File: config.mk
export PLATFORM = sky130hd
export DESIGN_NAME = dual_timer_counter
export DESIGN_NICKNAME = d
export VERILOG_FILES = /design/src/common/tmr_pkg.sv /design/src/common/prescale_if.sv /design/src/hw/clock_prescaler.sv /design/src/hw/dual_timer_counter.sv
export SDC_FILE = /design/constraint.sdc
export NUM_CORES = 1
export LEC_CHECK = 0
export ABC_AREA = 1
export BUFFER_PORTS_ARGS = -buffer_cell sky130_fd_sc_hd__buf_2
export CAP_MARGIN = 15
export CORE_UTILIZATION = 64
export CTS_BUF_LIST = sky130_fd_sc_hd__clkbuf_4
export CTS_CLUSTER_SIZE = 12
export DETAILED_ROUTE_END_ITERATION = 16
export PLACE_DENSITY = 0.89
export SYNTH_ARGS = -nofsm -noshare
export SYNTH_HDL_FRONTEND = slang
export SYNTH_HIERARCHICAL = 1
export SYNTH_SLANG_ARGS = --single-unit
File: constraint.sdc
create_clock -name clk -period 4.3 [get_ports clk]
set_input_delay 0.86 -clock clk [delete_from_list [all_inputs] [get_ports clk]]
set_output_delay 0.86 -clock clk [all_outputs]
set_load 0.1 [all_outputs]
File: src/common/tmr_pkg.sv
// Purpose: shared constants and types for the dual counter/timer block
// Assumes: 10 MHz system clock, 32-bit APB register window
// Notes:   each register sits in the low byte of one aligned word
package tmr_pkg;
	localparam int unsigned CLK_HZ = 10_000_000;
	localparam int unsigned ADDR_W = 8;

	// register byte offsets
	localparam logic [7:0] OFS_CONTROL = 8'h00;
	localparam logic [7:0] OFS_MODE    = 8'h04;
	localparam logic [7:0] OFS_CLKSEL  = 8'h08;
	localparam logic [7:0] OFS_INCFG   = 8'h0C;
	localparam logic [7:0] OFS_T0_LOW  = 8'h10;
	localparam logic [7:0] OFS_T0_HIGH = 8'h14;
	localparam logic [7:0] OFS_T1_LOW  = 8'h18;
	localparam logic [7:0] OFS_T1_HIGH = 8'h1C;

	// reset value shared by every register
	localparam logic [7:0] REG_RESET = 8'h00;

	// control register fields
	localparam int unsigned TF1_BIT = 7;
	localparam int unsigned TR1_BIT = 6;
	localparam int unsigned TF0_BIT = 5;
	localparam int unsigned TR0_BIT = 4;

	// mode register fields
	localparam int unsigned T0_MODE_LSB = 0;
	localparam int unsigned CT0_BIT     = 2;
	localparam int unsigned TIMER_ZERO_GATE_BIT_BIT   = 3;
	localparam int unsigned T1_MODE_LSB = 4;
	localparam int unsigned CT1_BIT     = 6;
	localparam int unsigned GATE1_BIT   = 7;

	// clock select and input config fields, with writable masks
	localparam int unsigned SCALE_LSB    = 0;
	localparam int unsigned T0_CLK_BIT   = 3;
	localparam int unsigned T1_CLK_BIT   = 4;
	localparam logic [7:0]  CLKSEL_MASK  = 8'h1B;
	localparam int unsigned POL0_BIT     = 0;
	localparam int unsigned POL1_BIT     = 1;
	localparam logic [7:0]  INCFG_MASK   = 8'h03;

	// prescaler divisors per scale code
	localparam logic [5:0] DIV_CODE0 = 6'd12;
	localparam logic [5:0] DIV_CODE1 = 6'd4;
	localparam logic [5:0] DIV_CODE2 = 6'd48;
	localparam logic [5:0] DIV_CODE3 = 6'd12;

	typedef enum logic [1:0] {MODE_13BIT, MODE_16BIT, MODE_RELOAD8, MODE_SPLIT} timer_mode_t;
endpackage : tmr_pkg

File: src/common/prescale_if.sv
// Purpose: carries the scale choice to the prescaler and its tick back
// Assumes: both ends on the system clock
// Notes:   tick is a one-cycle enable pulse
`timescale 1ns/1ps
interface prescale_if;
	logic [1:0] scale;
	logic       tick;
	modport core    (output scale, input tick);
	modport divider (input scale, output tick);
endinterface : prescale_if

File: src/hw/clock_prescaler.sv
// Purpose: divides the system clock into a prescaled enable pulse
// Assumes: scale may change at any time
// Notes:   a change of scale restarts the count
`timescale 1ns/1ps
module clock_prescaler (
	input  wire logic   clk,
	input  wire logic   arst_n,
	prescale_if.divider px
);
	logic [5:0] count;
	logic [1:0] last_scale;
	wire  [5:0] divisor;
	wire        wrap;

	// divisor per scale code
	assign divisor = (px.scale == 2'h0) ? tmr_pkg::DIV_CODE0 :
	                 (px.scale == 2'h1) ? tmr_pkg::DIV_CODE1 :
	                 (px.scale == 2'h2) ? tmr_pkg::DIV_CODE2 : tmr_pkg::DIV_CODE3;
	assign wrap    = (count == divisor - 6'h01);
	assign px.tick = wrap && (last_scale == px.scale);

	// free-running divider count
	always_ff @(posedge clk or negedge arst_n) begin
		if (!arst_n) begin
			count      <= 6'h00;
			last_scale <= 2'h0;
		end else begin
			last_scale <= px.scale;
			count      <= (wrap || last_scale != px.scale) ? 6'h00 : count + 6'h01;
		end
	end
endmodule : clock_prescaler

File: src/hw/dual_timer_counter.sv
// Purpose: two counter/timers with four modes behind an APB register window
// Assumes: event and gate pins are asynchronous; vector acks come from the core clock
// Notes:   zero-wait APB slave; read data is captured in the setup cycle
//
// Local design decisions: the APB slave port and the placing of the registers.
`timescale 1ns/1ps
module dual_timer_counter (
	input  wire logic        clk,
	input  wire logic        arst_n,
	input  wire logic        psel,
	input  wire logic        penable,
	input  wire logic        pwrite,
	input  wire logic [7:0]  paddr,
	input  wire logic [31:0] pwdata,
	input  wire logic [3:0]  pstrb,
	output logic      [31:0] prdata,
	output wire logic        pready,
	output wire logic        pslverr,
	input  wire logic        timer_zero_event_pin,
	input  wire logic        timer_one_event_pin,
	input  wire logic        gate_input_zero,
	input  wire logic        gate_input_one,
	input  wire logic        timer_zero_vector_ack,
	input  wire logic        timer_one_vector_ack,
	output wire logic        timer_zero_overflow_flag,
	output wire logic        timer_one_overflow_flag,
	output logic             timer_one_overflow_pulse
);
	logic [7:0] timer_run_overflow_control;
	logic [7:0] timer_mode_register;
	logic [7:0] clock_select_register;
	logic [7:0] external_input_config_register;
	logic [7:0] timer_zero_low_byte;
	logic [7:0] timer_zero_high_byte;
	logic [7:0] timer_one_low_byte;
	logic [7:0] timer_one_high_byte;
	logic [3:0] pin_meta;
	logic [3:0] pin_sync;
	logic [1:0] event_prev;
	logic [7:0] next_control;

	prescale_if px ();

	clock_prescaler u_prescaler (
		.clk    (clk),
		.arst_n (arst_n),
		.px     (px)
	);

	// named control fields
	wire tmr_pkg::timer_mode_t mode0 = tmr_pkg::timer_mode_t'(timer_mode_register[1:0]);
	wire tmr_pkg::timer_mode_t mode1 = tmr_pkg::timer_mode_t'(timer_mode_register[5:4]);
	wire split  = (mode0 == tmr_pkg::MODE_SPLIT);
	wire ct0    = timer_mode_register[tmr_pkg::CT0_BIT];
	wire ct1    = timer_mode_register[tmr_pkg::CT1_BIT];
	wire timer_zero_gate_bit  = timer_mode_register[tmr_pkg::TIMER_ZERO_GATE_BIT_BIT];
	wire gate1  = timer_mode_register[tmr_pkg::GATE1_BIT];
	wire tr0    = timer_run_overflow_control[tmr_pkg::TR0_BIT];
	wire tr1    = timer_run_overflow_control[tmr_pkg::TR1_BIT];
	wire t0_sys = clock_select_register[tmr_pkg::T0_CLK_BIT];
	wire t1_sys = clock_select_register[tmr_pkg::T1_CLK_BIT];
	wire pol0   = external_input_config_register[tmr_pkg::POL0_BIT];
	wire pol1   = external_input_config_register[tmr_pkg::POL1_BIT];
	assign px.scale = clock_select_register[tmr_pkg::SCALE_LSB +: 2];

	// pin synchronisers: bit 0/1 event pins, bit 2/3 gate pins
	wire [3:0] pin_raw = {gate_input_one, gate_input_zero,
	                      timer_one_event_pin, timer_zero_event_pin};
	genvar gi;
	generate
		for (gi = 0; gi < 4; gi++) begin : g_sync
			always_ff @(posedge clk or negedge arst_n) begin
				if (!arst_n) begin
					pin_meta[gi] <= 1'b0;
					pin_sync[gi] <= 1'b0;
				end else begin
					pin_meta[gi] <= pin_raw[gi];
					pin_sync[gi] <= pin_meta[gi];
				end
			end
		end
	endgenerate

	// previous event samples for edge detection
	always_ff @(posedge clk or negedge arst_n) begin
		if (!arst_n) begin
			event_prev <= 2'h0;
		end else begin
			event_prev <= pin_sync[1:0];
		end
	end
	wire [1:0] ev_fall = event_prev & ~pin_sync[1:0];

	// clock source and run qualification per timer
	wire int_clk0 = t0_sys | px.tick;
	wire int_clk1 = t1_sys | px.tick;
	wire src0     = ct0 ? ev_fall[0] : int_clk0;
	wire src1     = (ct1 && !split) ? ev_fall[1] : int_clk1;
	wire gate_ok0 = !timer_zero_gate_bit || (pin_sync[2] == pol0);
	wire gate_ok1 = !gate1 || (pin_sync[3] == pol1);
	wire run0     = tr0 && gate_ok0;
	wire run1     = (mode1 != tmr_pkg::MODE_SPLIT) &&
	                (split || (tr1 && gate_ok1));
	wire inc0     = run0 && src0;
	wire inc1     = run1 && src1;
	wire inc_high = split && tr1 && int_clk0;

	// one count step for a timer in a given mode: {overflow, high, low}
	function automatic logic [16:0] count_step(input tmr_pkg::timer_mode_t m,
	                                           input logic [7:0] lo,
	                                           input logic [7:0] hi);
		logic [12:0] v13;
		logic [15:0] v16;
		v13 = {hi, lo[4:0]} + 13'h0001;
		v16 = {hi, lo} + 16'h0001;
		unique case (m)
			tmr_pkg::MODE_13BIT: begin
				count_step = {({hi, lo[4:0]} == 13'h1FFF), v13[12:5], lo[7:5], v13[4:0]};
			end
			tmr_pkg::MODE_16BIT: begin
				count_step = {({hi, lo} == 16'hFFFF), v16};
			end
			tmr_pkg::MODE_RELOAD8: begin
				count_step = {(lo == 8'hFF), hi, (lo == 8'hFF) ? hi : lo + 8'h01};
			end
			tmr_pkg::MODE_SPLIT: begin
				count_step = {(lo == 8'hFF), hi, lo + 8'h01};
			end
		endcase
	endfunction : count_step

	// per-timer step results, each mode field steering its own timer
	wire [16:0] step0 = count_step(mode0, timer_zero_low_byte, timer_zero_high_byte);
	wire [16:0] step1 = count_step(mode1, timer_one_low_byte, timer_one_high_byte);
	wire        ovf0  = inc0 && step0[16];
	wire        ovf1  = inc1 && step1[16];
	wire        ovf_h = inc_high && (timer_zero_high_byte == 8'hFF);
	wire        set_tf0 = ovf0;
	wire        set_tf1 = split ? ovf_h : ovf1;

	// APB decode: zero wait states, error on unmapped word
	wire access  = psel && penable;
	wire wr      = access && pwrite && pstrb[0];
	wire hit_ctl = (paddr == tmr_pkg::OFS_CONTROL);
	wire hit_mod = (paddr == tmr_pkg::OFS_MODE);
	wire hit_clk = (paddr == tmr_pkg::OFS_CLKSEL);
	wire hit_cfg = (paddr == tmr_pkg::OFS_INCFG);
	wire hit_l0  = (paddr == tmr_pkg::OFS_T0_LOW);
	wire hit_h0  = (paddr == tmr_pkg::OFS_T0_HIGH);
	wire hit_l1  = (paddr == tmr_pkg::OFS_T1_LOW);
	wire hit_h1  = (paddr == tmr_pkg::OFS_T1_HIGH);
	wire hit_any = hit_ctl | hit_mod | hit_clk | hit_cfg | hit_l0 | hit_h0 | hit_l1 | hit_h1;
	wire wr_ctl  = wr && hit_ctl;
	wire wr_l0   = wr && hit_l0;
	wire wr_h0   = wr && hit_h0;
	wire wr_l1   = wr && hit_l1;
	wire wr_h1   = wr && hit_h1;
	assign pready  = 1'b1;
	assign pslverr = access && !hit_any;

	// read selection
	wire [7:0] rsel = hit_ctl ? timer_run_overflow_control :
	                  hit_mod ? timer_mode_register :
	                  hit_clk ? clock_select_register :
	                  hit_cfg ? external_input_config_register :
	                  hit_l0  ? timer_zero_low_byte :
	                  hit_h0  ? timer_zero_high_byte :
	                  hit_l1  ? timer_one_low_byte :
	                  hit_h1  ? timer_one_high_byte : 8'h00;

	// control register: vector ack or software clears, hardware set wins
	always_comb begin
		next_control = wr_ctl ? pwdata[7:0] : timer_run_overflow_control;
		if (timer_zero_vector_ack) begin
			next_control[tmr_pkg::TF0_BIT] = 1'b0;
		end
		if (timer_one_vector_ack) begin
			next_control[tmr_pkg::TF1_BIT] = 1'b0;
		end
		if (set_tf0) begin
			next_control[tmr_pkg::TF0_BIT] = 1'b1;
		end
		if (set_tf1) begin
			next_control[tmr_pkg::TF1_BIT] = 1'b1;
		end
	end

	// configuration registers and read data capture
	always_ff @(posedge clk or negedge arst_n) begin
		if (!arst_n) begin
			timer_run_overflow_control     <= tmr_pkg::REG_RESET;
			timer_mode_register            <= tmr_pkg::REG_RESET;
			clock_select_register          <= tmr_pkg::REG_RESET;
			external_input_config_register <= tmr_pkg::REG_RESET;
			prdata                         <= 32'h0000_0000;
		end else begin
			timer_run_overflow_control <= next_control;
			if (wr && hit_mod) begin
				timer_mode_register <= pwdata[7:0];
			end
			if (wr && hit_clk) begin
				clock_select_register <= pwdata[7:0] & tmr_pkg::CLKSEL_MASK;
			end
			if (wr && hit_cfg) begin
				external_input_config_register <= pwdata[7:0] & tmr_pkg::INCFG_MASK;
			end
			if (psel && !penable) begin
				prdata <= {24'h00_0000, rsel};
			end
		end
	end

	// count registers: a software write wins over a count step
	always_ff @(posedge clk or negedge arst_n) begin
		if (!arst_n) begin
			timer_zero_low_byte      <= tmr_pkg::REG_RESET;
			timer_zero_high_byte     <= tmr_pkg::REG_RESET;
			timer_one_low_byte       <= tmr_pkg::REG_RESET;
			timer_one_high_byte      <= tmr_pkg::REG_RESET;
			timer_one_overflow_pulse <= 1'b0;
		end else begin
			timer_one_overflow_pulse <= ovf1;
			if (wr_l0) begin
				timer_zero_low_byte <= pwdata[7:0];
			end else if (inc0) begin
				timer_zero_low_byte <= step0[7:0];
			end
			if (wr_h0) begin
				timer_zero_high_byte <= pwdata[7:0];
			end else if (split) begin
				timer_zero_high_byte <= inc_high ? timer_zero_high_byte + 8'h01
				                                 : timer_zero_high_byte;
			end else if (inc0) begin
				timer_zero_high_byte <= step0[15:8];
			end
			if (wr_l1) begin
				timer_one_low_byte <= pwdata[7:0];
			end else if (inc1) begin
				timer_one_low_byte <= step1[7:0];
			end
			if (wr_h1) begin
				timer_one_high_byte <= pwdata[7:0];
			end else if (inc1) begin
				timer_one_high_byte <= step1[15:8];
			end
		end
	end

	assign timer_zero_overflow_flag = timer_run_overflow_control[tmr_pkg::TF0_BIT];
	assign timer_one_overflow_flag  = timer_run_overflow_control[tmr_pkg::TF1_BIT];

	wire no_wr0 = !wr_l0 && !wr_h0 && !wr_ctl;
endmodule : dual_timer_counter

==> run summary, run 1 <==
Status = complete, no violations
RePlAce Congestion = 0.987
Finished Core Util = 69.9%
Global-route wire length before repair = 26.1 mm
Hold_ws = 0.362 ns
Mapped cell area = 5720 µm²
Area growth syn-to-layout = 5.92%
Critical Path Sink Type = output pin
Crit path max fanout = 9
IO Port Bufs = 39
DR vias/cell = 5.90
Leakage = 3.12 nW
RSZ-0062 raised after global routing = false
H-tree depth = 3
Min-Delay Endpoint = pin_sync[2]
Initial Util = 65.9%
DP Wirelength = 12.4 mm
HP Class = reg -> reg
Max Buffers Root-to-Sink = 2
Largest net degree at the start of global routing = 82
Total CTS buffers = 9
Setup TNS = 0 ns
Vias = 6057
Final instance area = 6060 µm²
Worst skew pair latency = 0.45 ns
Most frequent cells in the layout = 272 x nand2_1, 99 x inv_1, 90 x nor2_1, 81 x dfrtp_1, 80 x nand3_1
Worst-margin pin slew = 1.00 ns
Hold-fix buffers at CTS = 0
Sequential share of the synthesized area = 35.4%
Clk_skew = 0.0282 ns
Synthesized instance count = 876
Reg area = 2030 µm²
Hold Fails Final Rpt = 0
Antenna violations before repair = 0
Die Wd = 96.6 µm
CTS-repair resized insts = 0
Placed Instance Area = 5900 µm²
All-layer global routing usage = 37.6%
CORE AREA = 8680 µm²
Reg-to-reg startpoint = clock_select_register[0]
Clock Sinks = 81
Die H = 96.6 µm
Number of synthesized register bits = 81
Count of final max-slew check failures = 0
Wire length per cell = 16.3 µm
Multi-input gate area = 3140 µm²
Warnings from Yosys = 6
R2R Path End = timer_one_high_byte[3]
Synth area leader = dfrtp_1
Postcts setup bufs = 0
Kind of critical path = in -> out
Post-synthesis average cell area = 6.53 µm²
Largest cells by area after synthesis = dfrtp_1 35%, nand2_1 18%, nand3_1 7.0%
Crit path launch type = input pin
Pwr/cell area = 286 nW/µm²
Slew headroom = 33.1%
Max Cap Viol = 0
Hold Path Depth = 0
Fmax = 312 MHz
Vias in the first global route = 5114
DR pass1 iterations = 6
Ant. Diodes = 0
CP required = 3.44 ns
Clock-pin slew on the worst setup and hold paths = 0.12 ns
Fin nets = 972
Min-delay src = pin_meta[2]
Final setup vio count = 0
Total gr overflow = 0
DRC viols = 0
Post-route ant nets = 0
DIE AREA = 9320 µm²
DR iter-0 viols = 760
Max VDD drop = 0.200 mV
CP arrival = 2.35 ns
Reg2Reg Depth = 9
Root Buffer = clkbuf_4
Unique masters post-synth = 40
Part of the cycle the worst path needs = 74.6%
Share of cells above drive strength 1 = 9.37%
Final min period = 3.21 ns
Slack of the worst reg-to-reg path = 1.54 ns
Commonest non-fill, non-tap cell in the layout = nand2_1
CTS tree = yes
Fillcell total = 806
I/O pins = 92
Routed WL = 16.8 mm
Post-synth top area share = 35.4%
Num rows = 34
## cells by family (layout without fill, tap and decap cells)
logic type / after synthesis / after routing / share of synthesized area, %
buf+inv: 143 / 162 / 11.2
fa+ha+maj: 4 / 4 / 0.875
xor+xnor: 11 / 11 / 1.68
simple gates: 496 / 496 / 37.2
flops: 81 / 81 / 35.4
other cells: 2 / 25 / 0.131
compound gates: 139 / 139 / 13.5
## critical path, cell delays in order
cell and delay (ns):
buf_2 0.11, nor2_2 0.15, nand3_2 0.15, nor2_2 0.33, inv_1 0.24, nand4_1 0.14, nor3_1 0.06, buf_2 0.30
## where the power goes
| part | switching, W | internal [W] | total (W) |
|---|---|---|---|
| Clock | 0.000291 | 0.000236 | 0.000527 |
| Sequential | 0.0000485 | 0.000805 | 0.000854 |
| Combinational | 0.000267 | 0.0000832 | 0.000350 |
| Total | 0.000607 | 0.00112 | 0.00173 |
## worst max-delay path by stage
| stage | startpoint | endpoint | cells past startpoint |
|---|---|---|---|
| after floorplan | paddr[5] | pslverr | 6 |
| after global placement | paddr[1] | pslverr | 8 |
| after detailed placement | paddr[7] | pslverr | 8 |
| after CTS | paddr[7] | pslverr | 8 |
| after global routing | paddr[2] | pslverr | 8 |
| final | paddr[7] | pslverr | 8 |
## per-stage QoR
step | instances | total power [W] | setup slack (ns)
finish | 1026 | 0.00173 | 1.09
global placement | 1010 | 0.00120 | 1.19
detailed placement | 1010 | 0.00121 | 1.14
global route | 1026 | 0.00180 | 1.08
CTS | 1026 | 0.00173 | 1.13
floorplan | 899 | 0.00114 | 0.0511
## routing by layer
layer	part of all wire, %	vias to the layer above	wire, µm	track usage, %
met2	42	414	7070	53.8
met5	0	-	0	0
li1	-	2866	-	-
met3	11	61	1870	7.51
met4	4.0	0	671	18.1
met1	43	2716	7150	54.2
## state kept, by name (all words and copies together), names as in the netlist, 4 cells and up
signal / cells
timer_one_high_byte: 8
timer_mode_register: 8
pin_sync: 4
timer_zero_high_byte: 8
pin_meta: 4
u_prescaler/count: 6
clock_select_register: 4
timer_zero_low_byte: 8
prdata: 8
timer_one_low_byte: 8
timer_run_overflow_control: 8
## cells in the mapped netlist
master / instances
a211oi_1: 1
buf_4: 25
clkinv_1: 1
nor4_2: 1
or2_2: 2
o31ai_1: 1
inv_1: 99
nor2_4: 2
o22ai_1: 8
nor3_4: 1
o21ai_0: 62
nand2_4: 1
buf_2: 4
nand2_1: 272
buf_6: 1
ha_1: 4
a21boi_0: 1
a21o_1: 2
xnor2_1: 2
o21bai_1: 3
nor3_1: 13
o2111ai_1: 1
nor3_2: 1
clkbuf_1: 6
nand4_1: 17
nor2_1: 90
o211ai_1: 12
nand3_1: 80
dfrtp_1: 81
inv_2: 7
nand3_2: 3
nor2_2: 8
xor2_1: 9
o21ai_1: 10
nor3b_1: 1
a21oi_1: 35
nand2_2: 4
o221ai_1: 1
o21ai_2: 2
conb_1: 2
## cell type report
type | instances | area share [%]
clock buffers | 9 | 1.11
clock inverters | 7 | 1.55
inverters | 107 | 6.63
multi-input cells | 675 | 51.8
flip-flops and latches | 81 | 33.4
well taps | 108 | 2.23
repair buffers | 39 | 3.26
Power figures use the tool's default switching activity.
==> run 2: changes to the inputs <==
--- a/config.mk
+++ b/config.mk
@@ -8,11 +8,11 @@
 export ABC_AREA = 1
 export BUFFER_PORTS_ARGS = -buffer_cell sky130_fd_sc_hd__buf_2
 export CAP_MARGIN = 15
-export CORE_UTILIZATION = 64
+export CORE_UTILIZATION = 59
 export CTS_BUF_LIST = sky130_fd_sc_hd__clkbuf_4
 export CTS_CLUSTER_SIZE = 12
 export DETAILED_ROUTE_END_ITERATION = 16
-export PLACE_DENSITY = 0.89
+export PLACE_DENSITY = 0.83
 export SYNTH_ARGS = -nofsm -noshare
 export SYNTH_HDL_FRONTEND = slang
 export SYNTH_HIERARCHICAL = 1
==> constraint.sdc (replaced) <==
create_clock -name clk -period 3.13 [get_ports clk]
set_input_delay 0.626 -clock clk [delete_from_list [all_inputs] [get_ports clk]]
set_output_delay 0.626 -clock clk [all_outputs]
set_load 0.1 [all_outputs]
==> run 2 against run 1 <==
Net effect:
- first-iteration DRC count down 1.8%
- global-route usage down 3.0 points
- clock skew down 0.0097 ns
- critical path depth unchanged
- count of clock-buffer cells in the layout up 1
- power up 41%
- clock power up 49%
- register-to-register slack worse by 0.96 ns
- sequential power up 37%
- largest cell class unchanged
- largest power group unchanged
==> run summary, run 2 (synthesis gave the netlist of run 1 again) <==
Commonest non-fill, non-tap cell in the layout = nand2_1
Min-Delay Endpoint = pin_meta[0]
Final setup vio count = 0 (unchanged)
DIE AREA = 10100 µm² (+8.3%)
Status = complete, no violations
Reg area = 2030 µm² (unchanged)
HP Class = in -> reg
Placed instance count = 1037 (+2.7%)
Postcts setup bufs = 0 (unchanged)
RSZ-0062 raised after global routing = false
Max VDD drop = 0.385 mV (+92%)
Worst-margin pin slew = 1.02 ns (+0.0133 ns)
Switching share of power = 32.9% (-2.1 points)
CP startpoint = paddr[1]
Most frequent cells in the layout = 272 x nand2_1, 99 x inv_1, 90 x nor2_1, 81 x dfrtp_1, 80 x nand3_1
Slew headroom = 32.2% (-0.88 points)
Min-delay src = timer_zero_event_pin
CP arrival = 2.03 ns (-0.32 ns)
Finished Layout Cells = 1052 (+2.5%)
Global-route wire length before repair = 26.6 mm (+1.9%)
Most frequent CP cell = buf_2
Total CTS buffers = 9 (unchanged)
IO Port Bufs = 39 (unchanged)
Part of the cycle the worst path needs = 84.7%
Initial Util = 61.4% (-4.6 points)
CTS-repair resized insts = 0 (unchanged)
DP Wirelength = 12.2 mm (-1.6%)
DR iter-0 viols = 746 (-1.8%)
Total gr overflow = 0 (unchanged)
Max Cap Viol = 0 (unchanged)
Routed WL = 16.5 mm (-1.8%)
Max Buffers Root-to-Sink = 2 (unchanged)
CORE AREA = 9330 µm² (+7.5%)
Hold Fails Final Rpt = 0 (unchanged)
Setup TNS = 0 ns (unchanged)
Vias = 5947 (-1.8%)
Antenna violations before repair = 0 (unchanged)
Reg-to-reg startpoint = clock_select_register[0]
Fin nets = 978 (+0.62%)
R2R Path End = timer_one_high_byte[3]
Pwr/cell area = 395 nW/µm² (+38%)
Num rows = 35 (+2.9%)
Wire length per cell = 15.6 µm (-4.3%)
Kind of critical path = in -> out
Clock Sinks = 81 (unchanged)
Final worst slack = 0.478 ns (-0.616 ns)
Internal power = 0.00163 W (+45%)
CP max stage delay = 0.29 ns (-0.04 ns)
Hold Path Depth = 1 (+1)
All-layer global routing usage = 34.6% (-3.0 points)
Power share of the sequential group = 48.1% (-1.2 points)
Count of final max-slew check failures = 0 (unchanged)
Largest net degree at the start of global routing = 82 (unchanged)
Die H = 100 µm (+4.1%)
DR vias/cell = 5.65 (-4.2%)
Share of cells above drive strength 1 = 10.1% (+0.71 points)
Crit path max-delay cell type = buf_2
NetSw = 0.000800 W (+32%)
Hold_ws = 0.271 ns (-0.0915 ns)
CP required = 2.50 ns (-0.94 ns)
I/O pins = 92 (unchanged)
Post-route ant nets = 0 (unchanged)
Clk_skew = 0.0186 ns (-0.00966 ns)
Vias in the first global route = 5195 (+1.6%)
Die Wd = 100 µm (+4.1%)
Worst skew pair latency = 0.44 ns (about the same)
Multi-input gate area = 3140 µm² (+0.16%)
DR pass1 iterations = 7 (+1)
DRC viols = 0 (unchanged)
Crit path cell chain = buf_2 > nor2_1 > nand3_1 > nor2_2 > inv_1 > nand4_1 > nor3_2 > buf_2
H-tree depth = 3 (unchanged)
Reg2Reg Depth = 9 (unchanged)
Ant. Diodes = 0 (unchanged)
Crit path launch type = input pin
Critical Path Sink Type = output pin
Clk pwr share = 32.2% (+1.8 points)
Hold-fix buffers at CTS = 0 (unchanged)
Root Buffer = clkbuf_4
Fillcell total = 856 (+6.2%)
Clock-pin slew on the worst setup and hold paths = 0.14 ns (+0.02 ns)
Place WS = 0.473 ns (-0.664 ns)
Final min period = 2.65 ns
Slack of the worst reg-to-reg path = 0.58 ns (-0.96 ns)
Leakage = 3.16 nW (+1.3%)
CTS tree = yes
Gate power share = 19.6% (-0.6 points)
Crit path max fanout = 9 (unchanged)
Area growth syn-to-layout = 7.56%
RePlAce Congestion = 1.00 (+1.4%)
Fmax = 377 MHz
run 2: cell count changes in the layout (fill, tap and decap cells not counted):
cell | previous run | this run
buf_4 | 1 | 7
bufinv_16 | 2 | 3
clkbuf_4 | 9 | 10
clkinv_1 | 2 | 1
clkinv_4 | 1 | 0
clkinvlp_4 | 1 | 0
nor3_1 | 13 | 12
nor3_2 | 1 | 2
run 2: worst max-delay path by stage:
stage	to	slack, ns	cells after the start
floorplan	pslverr	0.19	6
global placement	pslverr	0.49	8
detailed placement	pslverr	0.47	8
CTS	pslverr	0.47	8
global route	pslverr	0.28	8
finish	pslverr	0.48	8
run 2: area by class of cell:
cell class                 count  share of cell area [%]
multi-input combinational    675                    51.1
sequential                    81                    32.9
inverter                     107                    6.52
timing repair buffer          45                    3.94
tap                          129                    2.62
clock inverter                 5                    1.69
clock buffer                  10                    1.22
run 2: power groups by stage:
| stage | clock [W] | combinational [W] | sequential (W) |
|---|---|---|---|
| 2_1_floorplan | 0 | 0.000368 | 0.00120 |
| 3_3_place_gp | 0 | 0.000464 | 0.00119 |
| 3_5_place_dp | 0 | 0.000473 | 0.00119 |
| 4_1_cts | 0.000795 | 0.000475 | 0.00117 |
| 5_1_grt | 0.000833 | 0.000521 | 0.00118 |
| 6_report | 0.000784 | 0.000478 | 0.00117 |
run 2: metrics by stage:
stage	utilization (%)	area (µm²)	total power, W
detailed placement	64.1	5980	0.00166
finish	66.0	6160	0.00243
floorplan	-	5810	0.00157
CTS	66.0	6160	0.00244
global placement	64.1	5980	0.00165
global route	66.0	6160	0.00254
run 2: routing by layer:
layer  vias to the layer above  track usage, %  routed length [µm]
met4                         0            16.1                 638
met5                         -               0                   0
met2                       364            50.6                6930
met3                        55            7.35                1760
li1                       2875               -                   -
met1                      2653            49.1                7120
run 2: critical path: cells and delay by family:
| family | cells | cell delay (ns) |
|---|---|---|
| buffers and inverters | 3 | 0.60 |
| and+or+nand+nor | 5 | 0.79 |
==> run 3: changes to the inputs <==
--- a/config.mk
+++ b/config.mk
@@ -8,11 +8,11 @@
 export ABC_AREA = 1
 export BUFFER_PORTS_ARGS = -buffer_cell sky130_fd_sc_hd__buf_2
 export CAP_MARGIN = 15
-export CORE_UTILIZATION = 59
+export CORE_UTILIZATION = 54
 export CTS_BUF_LIST = sky130_fd_sc_hd__clkbuf_4
 export CTS_CLUSTER_SIZE = 12
 export DETAILED_ROUTE_END_ITERATION = 16
-export PLACE_DENSITY = 0.83
+export PLACE_DENSITY = 0.8
 export SYNTH_ARGS = -nofsm -noshare
 export SYNTH_HDL_FRONTEND = slang
 export SYNTH_HIERARCHICAL = 1
==> constraint.sdc (replaced) <==
create_clock -name clk -period 2.1 [get_ports clk]
set_input_delay 0.42 -clock clk [delete_from_list [all_inputs] [get_ports clk]]
set_output_delay 0.42 -clock clk [all_outputs]
set_load 0.1 [all_outputs]
==> run 3 against run 2 <==
Net effect:
- global-route usage down 2.4 points
- clock skew up 0.0026 ns
- sequential power grew 47%
- die area increased by 9.1%
- register-to-register slack worse by 0.54 ns
- final area is 9.5% higher
- via count up 3.2%
- critical path depth is 6 higher
- hold slack got worse by 0.22 ns
- cell count up 5.7%
- critical endpoint is now timer_zero_high_byte[4]
- clock power grew 17%
==> run summary, run 3 (synthesis gave the netlist of run 1 again) <==
Status = complete, no violations
Power share of the sequential group = 47.4% (-0.7 points)
HP Class = in -> reg
Most frequent cells in the layout = 266 x nand2_1, 93 x inv_1, 81 x dfrtp_1, 79 x nor2_1, 78 x nand3_1
DR vias/cell = 5.52 (-2.3%)
DR iter-0 viols = 722 (-3.2%)
H-tree depth = 3 (unchanged)
Worst skew pair latency = 0.47 ns (+0.03 ns)
Clk pwr share = 25.4% (-6.8 points)
Place WS = -0.156 ns (-0.629 ns)
Initial Util = 55.7% (-5.7 points)
Final min period = 2.06 ns
Share of cells above drive strength 1 = 18.2% (+8.2 points)
DP Wirelength = 12.9 mm (+5.1%)
CP required = 2.49 ns (about the same)
Part of the cycle the worst path needs = 98.1%
Internal power = 0.00226 W (+39%)
Reg area = 2030 µm² (unchanged)
Max Buffers Root-to-Sink = 2 (unchanged)
Vias = 6140 (+3.2%)
Worst-margin pin slew = 0.532 ns (-0.485 ns)
DRC viols = 0 (unchanged)
Area growth syn-to-layout = 17.7%
I/O pins = 92 (unchanged)
Fmax = 485 MHz
Gate power share = 27.2% (+7.6 points)
IO Port Bufs = 39 (unchanged)
Final worst slack = 0.0391 ns (-0.439 ns)
Crit path max fanout = 5 (-4)
CP max stage delay = 0.46 ns (+0.17 ns)
Finished Core Util = 65.6% (-0.44 points)
CTS tree = yes
Largest net degree at the start of global routing = 54 (-34%)
Leakage = 3.45 nW (+9.3%)
Critical Path Sink Type = flop
Crit path launch type = flop
Root Buffer = clkbuf_4
Clock Sinks = 81 (unchanged)
Max VDD drop = 0.406 mV (+5.3%)
All-layer global routing usage = 32.1% (-2.4 points)
NetSw = 0.00136 W (+70%)
Commonest non-fill, non-tap cell in the layout = nand2_1
Ant. Diodes = 0 (unchanged)
DIE AREA = 11000 µm² (+9.1%)
Clock-pin slew on the worst setup and hold paths = 0.15 ns (about the same)
Pwr/cell area = 538 nW/µm² (+36%)
Max Cap Viol = 0 (unchanged)
Slew headroom = 64.4% (+32 points)
Crit path cell chain = inv_1 > nand2_1 > o21ai_0 > nand2_2 > nor3b_4 > nor2_2 > o21ai_1 > nand3_2 > inv_2 > nand2_2 > nand2_4 > buf_6 > nor2_1 > a21oi_1
Multi-input gate area = 3310 µm² (+5.4%)
CORE AREA = 10300 µm² (+10%)
Total CTS buffers = 9 (unchanged)
RePlAce Congestion = 0.981 (-1.9%)
Vias in the first global route = 5445 (+4.8%)
Count of final max-slew check failures = 0 (unchanged)
Wire length per cell = 15.4 µm (-1.3%)
Most frequent CP cell = nand2_2
Routed WL = 17.2 mm (+4.3%)
DR pass1 iterations = 8 (+1)
Num rows = 37 (+5.7%)
Switching share of power = 37.6% (+4.7 points)
Kind of critical path = reg -> reg
Fin nets = 1030 (+5.3%)
Post-route ant nets = 0 (unchanged)
Total gr overflow = 0 (unchanged)
RSZ-0062 raised after global routing = true
Setup TNS = 0 ns (unchanged)
Hold Fails Final Rpt = 0 (unchanged)
Global-route wire length before repair = 27.4 mm (+3.1%)
Final setup vio count = 0 (unchanged)
Die Wd = 105 µm (+4.4%)
CP arrival = 2.45 ns (+0.42 ns)
Clk_skew = 0.0212 ns (+0.00260 ns)
Fillcell total = 973 (+14%)
Crit path max-delay cell type = dfrtp_1
Antenna violations before repair = 0 (unchanged)
Die H = 105 µm (+4.4%)
[run 3: cell count changes in the layout (fill, tap and decap cells not counted), sizes merged]
cell	before	now
clkinvlp	0	1
inv	107	110
buf	45	96
dlygate4sd3	0	1
clkinv	2	3
bufinv	3	0
clkbuf	10	9
[run 3: repair_timing]
| action | in CTS | in global routing |
|---|---|---|
| setup buffers | 2 | 6 |
| pin swaps | 4 | 9 |
| endpoints found under the hold margin | 28 | 0 |
| gates resized for setup | 10 | 31 |
| endpoints found under the setup margin | 33 | 34 |
| hold buffers | 1 | 0 |
[run 3: final timing paths]
| check | from | end | slack [ns] | cells after the start |
|---|---|---|---|---|
| max in group asynchronous | arst_n | timer_zero_high_byte[7] | 1.09 | 3 |
| min | gate_input_zero | pin_meta[2] | 0.05 | 1 |
| min reg2reg | pin_meta[0] | pin_sync[0] | 0.38 | 0 |
| max reg2reg | clock_select_register[0] | timer_zero_high_byte[4] | 0.04 | 14 |
| max | clock_select_register[0] | timer_zero_high_byte[4] | 0.04 | 14 |
| min in group asynchronous | arst_n | prdata[1] | 0.38 | 2 |
[run 3: cell type report]
class                   count  share of cell area [%]
clock inverters             7                   0.910
clock buffers               9                    1.00
inverters                 107                    6.33
repair buffers             97                    9.95
flip-flops and latches     81                    30.1
multi-input cells         675                    49.2
well taps                 136                    2.53
[run 3: layer usage]
layer,wire (µm),track usage (%),up-vias
li1,-,-,2992
met1,7430,44.5,2809
met2,7620,48.2,297
met3,1600,6.11,42
met4,506,15.7,0
met5,0,0,-
[run 3: critical path, delay by kind of cell (launching register included)]
kind            cells  cell delay, ns
simple gates        8            0.85
flops               1            0.46
compound gates      3            0.37
buf+inv             3            0.31
[run 3: power by group through the flow]
stage	clock network [W]	registers, W	logic, W
6_report	0.000921	0.00172	0.000984
5_1_grt	0.000986	0.00173	0.00107
4_1_cts	0.000927	0.00171	0.000922
3_5_place_dp	0	0.00174	0.000903
3_3_place_gp	0	0.00174	0.000889
2_1_floorplan	0	0.00179	0.000560
[run 3: per-stage QoR]
stage	cell area (µm²)	hold slack (ns)	std cells	power (W)
floorplan	5910	0.124	899	0.00235
global placement	6440	0.333	1088	0.00263
detailed placement	6440	0.340	1088	0.00265
global route	6740	0.0213	1112	0.00379
CTS	6600	0.0352	1106	0.00356
finish	6740	0.0470	1112	0.00362
